[config.mk]
export PLATFORM = sky130hd
export DESIGN_NAME = sac_top
export DESIGN_NICKNAME = d
export VERILOG_FILES = /design/src/rtl/sac_pkg.sv /design/src/rtl/sac_sync.sv /design/src/rtl/sac_top.sv
export SDC_FILE = /design/constraint.sdc
export NUM_CORES = 1
export LEC_CHECK = 0
export BUFFER_PORTS_ARGS = -buffer_cell sky130_fd_sc_hd__buf_2
export CELL_PAD_IN_SITES_DETAIL_PLACEMENT = 2
export CELL_PAD_IN_SITES_GLOBAL_PLACEMENT = 2
export CORE_ASPECT_RATIO = 0.75
export CORE_UTILIZATION = 30
export CTS_BUF_LIST = sky130_fd_sc_hd__clkbuf_8
export DETAILED_ROUTE_END_ITERATION = 10
export PLACE_DENSITY = 0.86
export SETUP_SLACK_MARGIN = 0.2
export SLEW_MARGIN = 20
export SYNTH_ARGS = -nofsm -noshare
export SYNTH_HDL_FRONTEND = slang
export SYNTH_SLANG_ARGS = --single-unit
[constraint.sdc]
create_clock -name i_core_clk -period 2.06 [get_ports i_core_clk]
set_input_delay 0.309 -clock i_core_clk [delete_from_list [all_inputs] [get_ports i_core_clk]]
set_output_delay 0.309 -clock i_core_clk [all_outputs]
set_load 0.05 [all_outputs]
[src/rtl/sac_pkg.sv]
// Shared constants and types for the step attenuator control block
package sac_pkg;

    // Attenuation code and serial word widths
    localparam int ATTEN_W = 5;
    localparam int SHIFT_W = 6;
    localparam int STOP_IDX = 0;
    localparam int CODE_LSB = 1;

    // Strap-selected power-up codes in parallel mode
    localparam logic [ATTEN_W-1:0] ATTEN_REF_LOSS = 5'h00;
    localparam logic [ATTEN_W-1:0] ATTEN_STRAP_B_ONLY = 5'h08;
    localparam logic [ATTEN_W-1:0] ATTEN_STRAP_A_ONLY = 5'h10;
    localparam logic [ATTEN_W-1:0] ATTEN_STRAP_BOTH = 5'h1f;
    localparam logic STOP_BIT_PRELOAD = 1'b0;

    // Pin synchroniser lanes
    localparam int SYNC_W = 11;
    localparam int SYN_CODE_LSB = 0;
    localparam int SYN_MODE = 5;
    localparam int SYN_STROBE = 6;
    localparam int SYN_SCLK = 7;
    localparam int SYN_SDATA = 8;
    localparam int SYN_STRAP_A = 9;
    localparam int SYN_STRAP_B = 10;

    // AXI4-Lite register map
    localparam int AXI_ADDR_W = 8;
    localparam int AXI_DATA_W = 32;
    localparam int AXI_STRB_W = 4;
    localparam logic [AXI_ADDR_W-1:0] REG_STATUS = 8'h00;
    localparam logic [AXI_ADDR_W-1:0] REG_CTRL = 8'h04;
    localparam logic [AXI_ADDR_W-1:0] REG_SHIFT = 8'h08;
    localparam logic [1:0] RESP_OKAY = 2'h0;
    localparam logic [1:0] RESP_SLVERR = 2'h2;

    // Status fields
    localparam int STAT_ATTEN_LSB = 0;
    localparam int STAT_MODE_BIT = 8;
    localparam int STAT_STROBE_BIT = 9;
    localparam int STAT_STOP_BIT = 10;
    localparam int STAT_RUN_BIT = 11;

    // Control fields
    localparam int CTRL_CODE_LSB = 0;
    localparam int CTRL_FORCE_BIT = 8;
    localparam logic [ATTEN_W-1:0] CTRL_CODE_RST = 5'h00;
    localparam int CTRL_CODE_LANE = 0;
    localparam int CTRL_FORCE_LANE = 1;

    typedef enum logic [1:0] {
        SAC_PH_FILL1,
        SAC_PH_FILL2,
        SAC_PH_STRAP,
        SAC_PH_RUN
    } sac_phase_e;

endpackage

[src/rtl/sac_sync.sv]
// Two-stage synchroniser for the asynchronous control pins
`timescale 1ns/10ps
module sac_sync
    import sac_pkg::*;
(
    input wire logic i_core_clk, // Core clock
    input wire logic i_rst_n, // Async reset, active low
    input wire logic [SYNC_W-1:0] i_async, // Raw pin levels
    output logic [SYNC_W-1:0] o_sync // Synchronised levels
);

    logic [SYNC_W-1:0] meta_reg;
    logic [SYNC_W-1:0] sync_reg;

    genvar gi;
    generate
        for (gi = 0; gi < SYNC_W; gi++)
        begin : g_lane
            // First stage feeds only the second stage
            always_ff @(posedge i_core_clk or negedge i_rst_n)
            begin
                if (!i_rst_n)
                begin
                    meta_reg[gi] <= 1'b0;
                    sync_reg[gi] <= 1'b0;
                end
                else
                begin
                    meta_reg[gi] <= i_async[gi];
                    sync_reg[gi] <= meta_reg[gi];
                end
            end
        end
    endgenerate

    assign o_sync = sync_reg;

endmodule // sac_sync

[src/rtl/sac_top.sv]
// Step attenuator control: parallel/serial pin interface plus AXI4-Lite status
`timescale 1ns/10ps
module sac_top
    import sac_pkg::*;
(
    input wire logic i_core_clk, // Core clock, 100 MHz
    input wire logic i_rst_n, // Async reset, active low (power-up)
    input wire logic i_mode_serial, // Interface select strap, high = serial
    input wire logic i_latch_strobe, // Latch strobe pin
    input wire logic i_serial_clk, // Serial clock pin
    input wire logic i_serial_data, // Serial data pin
    input wire logic i_atten_bit_16db, // Parallel control, 16 dB
    input wire logic i_atten_bit_8db, // Parallel control, 8 dB
    input wire logic i_atten_bit_4db, // Parallel control, 4 dB
    input wire logic i_atten_bit_2db, // Parallel control, 2 dB
    input wire logic i_atten_bit_1db, // Parallel control, 1 dB
    input wire logic i_powerup_strap_a, // Power-up strap, 16 dB
    input wire logic i_powerup_strap_b, // Power-up strap, 8 dB
    output logic [ATTEN_W-1:0] o_atten, // Applied attenuation code, dB
    output logic o_serial_stop_bit, // Latched stop bit, high is illegal
    input wire logic [AXI_ADDR_W-1:0] i_s_axi_awaddr, // Write address
    input wire logic i_s_axi_awvalid, // Write address valid
    output logic o_s_axi_awready, // Write address ready
    input wire logic [AXI_DATA_W-1:0] i_s_axi_wdata, // Write data
    input wire logic [AXI_STRB_W-1:0] i_s_axi_wstrb, // Write strobes
    input wire logic i_s_axi_wvalid, // Write data valid
    output logic o_s_axi_wready, // Write data ready
    output logic [1:0] o_s_axi_bresp, // Write response
    output logic o_s_axi_bvalid, // Write response valid
    input wire logic i_s_axi_bready, // Write response ready
    input wire logic [AXI_ADDR_W-1:0] i_s_axi_araddr, // Read address
    input wire logic i_s_axi_arvalid, // Read address valid
    output logic o_s_axi_arready, // Read address ready
    output logic [AXI_DATA_W-1:0] o_s_axi_rdata, // Read data
    output logic [1:0] o_s_axi_rresp, // Read response
    output logic o_s_axi_rvalid, // Read data valid
    input wire logic i_s_axi_rready // Read data ready
);

    typedef struct packed {
        sac_phase_e phase;
        logic sclk_prev;
        logic [SHIFT_W-1:0] shift;
        logic [SHIFT_W-1:0] hold;
        logic [ATTEN_W-1:0] atten;
        logic stop;
        logic force_en;
        logic [ATTEN_W-1:0] force_code;
        logic aw_have;
        logic [AXI_ADDR_W-1:0] awaddr;
        logic w_have;
        logic [AXI_DATA_W-1:0] wdata;
        logic [AXI_STRB_W-1:0] wstrb;
        logic awready;
        logic wready;
        logic bvalid;
        logic [1:0] bresp;
        logic arready;
        logic rvalid;
        logic [1:0] rresp;
        logic [AXI_DATA_W-1:0] rdata;
    } sac_state_s;

    localparam sac_state_s SAC_STATE_RST = '0;

    sac_state_s state_reg;
    sac_state_s state_next;

    logic [SYNC_W-1:0] pins_raw;
    logic [SYNC_W-1:0] pins;
    logic [ATTEN_W-1:0] par_code;
    logic mode_serial;
    logic strobe;
    logic sclk_rise;
    logic [SHIFT_W-1:0] par_word;

    // Pins cross into the core domain before anything reads them
    assign pins_raw = {
        i_powerup_strap_b,
        i_powerup_strap_a,
        i_serial_data,
        i_serial_clk,
        i_latch_strobe,
        i_mode_serial,
        i_atten_bit_16db,
        i_atten_bit_8db,
        i_atten_bit_4db,
        i_atten_bit_2db,
        i_atten_bit_1db
    };

    sac_sync u_sync (
        .i_core_clk(i_core_clk),
        .i_rst_n(i_rst_n),
        .i_async(pins_raw),
        .o_sync(pins)
    );

    assign par_code = pins[SYN_CODE_LSB +: ATTEN_W];
    assign mode_serial = pins[SYN_MODE];
    assign strobe = pins[SYN_STROBE];
    assign par_word = {par_code, STOP_BIT_PRELOAD};

    always_comb
    begin
        state_next = state_reg;
        // Edge found on synchronised levels; serial clock is slow enough
        sclk_rise = pins[SYN_SCLK] & ~state_reg.sclk_prev;
        state_next.sclk_prev = pins[SYN_SCLK];

        case (state_reg.phase)
            SAC_PH_FILL1:
            begin
                state_next.phase = SAC_PH_FILL2;
            end
            SAC_PH_FILL2:
            begin
                // Synchroniser holds true pin levels only from here on
                state_next.phase = SAC_PH_STRAP;
            end
            SAC_PH_STRAP:
            begin
                if (mode_serial)
                begin
                    state_next.shift = par_word;
                    state_next.hold = par_word;
                end
                else if (strobe)
                begin
                    state_next.hold = par_word;
                end
                else
                begin
                    case ({pins[SYN_STRAP_A], pins[SYN_STRAP_B]})
                        2'h0: state_next.hold = {ATTEN_REF_LOSS, STOP_BIT_PRELOAD};
                        2'h1: state_next.hold = {ATTEN_STRAP_B_ONLY, STOP_BIT_PRELOAD};
                        2'h2: state_next.hold = {ATTEN_STRAP_A_ONLY, STOP_BIT_PRELOAD};
                        default: state_next.hold = {ATTEN_STRAP_BOTH, STOP_BIT_PRELOAD};
                    endcase
                end
                state_next.phase = SAC_PH_RUN;
            end
            default:
            begin
                // Shift runs in every mode and at any strobe level
                if (sclk_rise)
                begin
                    state_next.shift = {state_reg.shift[SHIFT_W-2:0], pins[SYN_SDATA]};
                end
                if (strobe)
                begin
                    if (mode_serial)
                    begin
                        state_next.hold = state_next.shift;
                    end
                    else
                    begin
                        // Transparent while high covers direct and latched use
                        state_next.hold = par_word;
                    end
                end
                // Strobe low keeps the last word: the freeze of a falling strobe
            end
        endcase

        // Code bits map one to one onto weights, so every code is legal
        if (state_reg.force_en)
        begin
            state_next.atten = state_reg.force_code;
        end
        else
        begin
            state_next.atten = state_next.hold[CODE_LSB +: ATTEN_W];
        end
        state_next.stop = state_next.hold[STOP_IDX];

        // AXI4-Lite write channel: address and data in either order
        if (state_reg.bvalid && i_s_axi_bready)
        begin
            state_next.bvalid = 1'b0;
        end
        if (state_reg.awready && i_s_axi_awvalid)
        begin
            state_next.aw_have = 1'b1;
            state_next.awaddr = i_s_axi_awaddr;
        end
        if (state_reg.wready && i_s_axi_wvalid)
        begin
            state_next.w_have = 1'b1;
            state_next.wdata = i_s_axi_wdata;
            state_next.wstrb = i_s_axi_wstrb;
        end
        if (state_next.aw_have && state_next.w_have && !state_next.bvalid)
        begin
            state_next.aw_have = 1'b0;
            state_next.w_have = 1'b0;
            state_next.bvalid = 1'b1;
            if (state_next.awaddr == REG_CTRL)
            begin
                state_next.bresp = RESP_OKAY;
                if (state_next.wstrb[CTRL_CODE_LANE])
                begin
                    state_next.force_code = state_next.wdata[CTRL_CODE_LSB +: ATTEN_W];
                end
                if (state_next.wstrb[CTRL_FORCE_LANE])
                begin
                    state_next.force_en = state_next.wdata[CTRL_FORCE_BIT];
                end
            end
            else if (state_next.awaddr == REG_STATUS || state_next.awaddr == REG_SHIFT)
            begin
                // Read-only words: write is dropped but acknowledged
                state_next.bresp = RESP_OKAY;
            end
            else
            begin
                state_next.bresp = RESP_SLVERR;
            end
        end
        // Ready held low while a word or a response is pending
        state_next.awready = !state_next.aw_have && !state_next.bvalid;
        state_next.wready = !state_next.w_have && !state_next.bvalid;

        // AXI4-Lite read channel
        if (state_reg.rvalid && i_s_axi_rready)
        begin
            state_next.rvalid = 1'b0;
        end
        if (state_reg.arready && i_s_axi_arvalid)
        begin
            state_next.rvalid = 1'b1;
            state_next.rdata = '0;
            state_next.rresp = RESP_OKAY;
            if (i_s_axi_araddr == REG_STATUS)
            begin
                state_next.rdata[STAT_ATTEN_LSB +: ATTEN_W] = state_reg.atten;
                state_next.rdata[STAT_MODE_BIT] = mode_serial;
                state_next.rdata[STAT_STROBE_BIT] = strobe;
                state_next.rdata[STAT_STOP_BIT] = state_reg.stop;
                state_next.rdata[STAT_RUN_BIT] = (state_reg.phase == SAC_PH_RUN);
            end
            else if (i_s_axi_araddr == REG_CTRL)
            begin
                state_next.rdata[CTRL_CODE_LSB +: ATTEN_W] = state_reg.force_code;
                state_next.rdata[CTRL_FORCE_BIT] = state_reg.force_en;
            end
            else if (i_s_axi_araddr == REG_SHIFT)
            begin
                state_next.rdata[SHIFT_W-1:0] = state_reg.shift;
            end
            else
            begin
                state_next.rresp = RESP_SLVERR;
            end
        end
        state_next.arready = !state_next.rvalid;
    end

    always_ff @(posedge i_core_clk or negedge i_rst_n)
    begin
        if (!i_rst_n)
        begin
            state_reg <= SAC_STATE_RST;
        end
        else
        begin
            state_reg <= state_next;
        end
    end

    assign o_atten = state_reg.atten;
    assign o_serial_stop_bit = state_reg.stop;
    assign o_s_axi_awready = state_reg.awready;
    assign o_s_axi_wready = state_reg.wready;
    assign o_s_axi_bresp = state_reg.bresp;
    assign o_s_axi_bvalid = state_reg.bvalid;
    assign o_s_axi_arready = state_reg.arready;
    assign o_s_axi_rdata = state_reg.rdata;
    assign o_s_axi_rresp = state_reg.rresp;
    assign o_s_axi_rvalid = state_reg.rvalid;

endmodule // sac_top

==> metrics.csv <==
metric,value,unit
outcome,"finished, final reports clean",
rsz0062_at_grt,yes,
final-max-slew-violation-count,0,
layout_setup_ws,0.03083,ns
whs_path_depth,1,
hold_ws,0.04185,ns
core-area,11870,um2
hold_viol,0,
antenna_left,0,
p_clk_share,29.5,%
cts_root_buffer,clkbuf_8,
drc,0,
power_leakage,2.156,nW
drt_first_pass_iters,4,
pwr-share-seq,44.7,%
syn_area,3746,um2
gp_congestion,0.8622,
setup_viol,0,
period_share,98.50,%
synth_xor_area_share,0,%
drive_above_1_share,37.79,%
first_global_vias,2977,
diodes,0,
nNetsFinal,460,
arrival,2.28,ns
ys.warnings.count,0,
crit_fanout,5,
cts_buffers,9,
cts.sinks,83,
rr_worst_depth,5,
grt_overflow,0,
synth_seq_cells,83,
rows,34,
hpwl,7666,um
htreeDepth,3,
start_kind,input port,
wirelength,10880,um
grt_pass1_wl,16730,um
min_path_type,in -> reg,
cp.required,2.31,ns
synth_commonest_cells,"dfrtp_1 (83), buf_4 (41), nand2_1 (31), mux2_2 (25), o21ai_0 (22)",
r2r_start,o_s_axi_awready,
initialDrtViolationCount,108,
fin_total_pwr,0.004868,W
io_buffers,64,
p_sw,0.001661,W
clock_latency,0.37,ns
fp.dieW,131.0,um
vias_per_cell,4.862,
vias,2679,
dp_slack,-0.3367,ns
switching_share,34.13,%
setup_tns,0,ns
yosys.area_share.adder,2.004,%
area.growth.synth_to_final,20.51,%
synth_top_area_cell,dfrtp_1,
synth-edff-count,0,
worstSetupStartpoint,i_s_axi_awaddr[1],
grt_use_total,17.48,%
p_per_area,1078,nW/um2
ys_seq_area_share,55.44,%
fin_crit,2.029,ns
irDropWorstVdd,0.0003984,V
yosys.area_share.simple,10.09,%
synth.avg_cell_area,11.60,um2
synthCells,323,
antenna_found_initial,0,
fin_skew,0.01060,ns
hp-start,i_serial_data,
largest_register_ffs,38,
dieArea,12940,um2
achievable-frequency,0.4928,GHz
internal_power,0.003206,W
die_y,98.78,um
critPathCaptureType,flop,
combPwrFrac,25.8,%
synth_top_family_by_area,compound AO/OA/AOI/OAI gates,
grt_max_degree,68,
synth_flop_cell,dfrtp_1,
io_pins,117,
fill_cells,1233,
crit_type,in -> reg,
synthDominantCellAreaShare,55.44,%
initial_utilization,31.56,%
async_flop_share,100.0,%
yosys.cell_types.count,42,
max_cap_viol_count,0,
synth_compound_area_share,11.79,%
cts_tree,done,
cts.clk_slew.worst_paths,0.08,ns
yosysMostFrequentCell,dfrtp_1,
wl_per_cell,19.74,um
muxShareOfSynthArea,10.45,%
cts_buffer_depth,2,
synth.area.top_cells,"dfrtp_1 (55%), buf_4 (8.2%), mux2_2 (7.5%), nand2_1 (3.1%), mux2i_1 (2.9%)",
[power by group through the flow]
stage / Clock, W / Combinational, W / Sequential, W
after floorplan: 0 / 0.000788 / 0.00221
after global placement: 0 / 0.00108 / 0.00213
after detailed placement: 0 / 0.00117 / 0.00217
after CTS: 0.00147 / 0.00124 / 0.00217
after global routing: 0.00153 / 0.00134 / 0.00221
final: 0.00144 / 0.00126 / 0.00217
[final timing paths]
| path | endpoint | slack (ns) |
|---|---|---|
| min reg2reg | u_sync.o_sync[7] | 0.35 |
| min | u_sync.meta_reg[8] | 0.04 |
| max reg2reg | state_reg[88] | 0.06 |
| max in group asynchronous | u_sync.meta_reg[1] | 1.09 |
| min in group asynchronous | state_reg[85] | 0.34 |
| max | state_reg[88] | 0.03 |
[cell families after synthesis]
| logic type | after synthesis |
|---|---|
| flip-flops | 83 |
| AND/OR/NAND/NOR | 76 |
| AO/OA/AOI/OAI | 61 |
| buffers and inverters | 60 |
| multiplexers | 36 |
| adder cells (fa/ha/maj) | 6 |
| other | 1 |
[per-stage QoR]
| stage | utilization [%] | instances | instance area, um2 |
|---|---|---|---|
| 3_5_place_dp | 34.47 | 530 | 4091 |
| 3_3_place_gp | 34.47 | 530 | 4091 |
| 5_1_grt | 38.04 | 551 | 4514 |
| 4_1_cts | 37.38 | 550 | 4437 |
| 2_1_floorplan | - | 346 | 3835 |
| 6_report | 38.04 | 551 | 4514 |
[routing by layer]
layer	up-vias	global-route usage (%)	wire length [um]
met3	18	4.343	613
met4	0	6.101	179
met2	84	28.04	5374
met5	-	0	0
met1	1392	22.92	4709
li1	1185	-	-
[critical path: stages]
cell and delay, ns:
buf_6 0.09, or4_4 0.52, or4_4 0.48, a2111oi_4 0.35, buf_6 0.19, mux2_2 0.34
[final cells by class]
type,count,area [um2],share of cell area [%]
Inverter,10,37.54,0.8315
Multi-Input combinational cell,203,1496,33.15
Clock inverter,6,103.9,2.300
Clock buffer,10,137.6,3.049
Tap cell,162,202.7,4.490
Sequential cell,83,2081,46.09
Timing Repair Buffer,77,455.4,10.09
[timing repair]
| action | in CTS | in global routing |
|---|---|---|
| hold buffers | 1 | 0 |
| pin swaps | 3 | 4 |
| hold endpoints to repair | 16 | 0 |
| buffers inserted | 3 | 1 |
| resized for setup | 15 | 20 |
| endpoints found under the setup margin | 12 | 13 |
[cell usage in the layout, fill, tap and decap left out, drive strengths merged, types with 2 or more instances in the layout]
| cell | count |
|---|---|
| nand2b | 2 |
| nand3 | 8 |
| or3 | 3 |
| dfrtp | 83 |
| clkbuf | 10 |
| ha | 6 |
| o2111ai | 2 |
| a22oi | 2 |
| and2 | 2 |
| nor2 | 12 |
| or4 | 2 |
| and3b | 4 |
| nor2b | 6 |
| bufinv | 3 |
| a21oi | 3 |
| o221ai | 2 |
| conb | 24 |
| inv | 11 |
| buf | 76 |
| o21ai | 22 |
| a31o | 2 |
| a2111oi | 2 |
| nand2 | 31 |
| nor4 | 2 |
| a211oi | 6 |
| a21o | 3 |
| o2bb2ai | 2 |
| a31oi | 2 |
| mux2 | 25 |
| a32oi | 2 |
| a22o | 6 |
| mux2i | 11 |
| clkinv | 2 |
No activity file was read; power rests on OpenSTA's default activity.
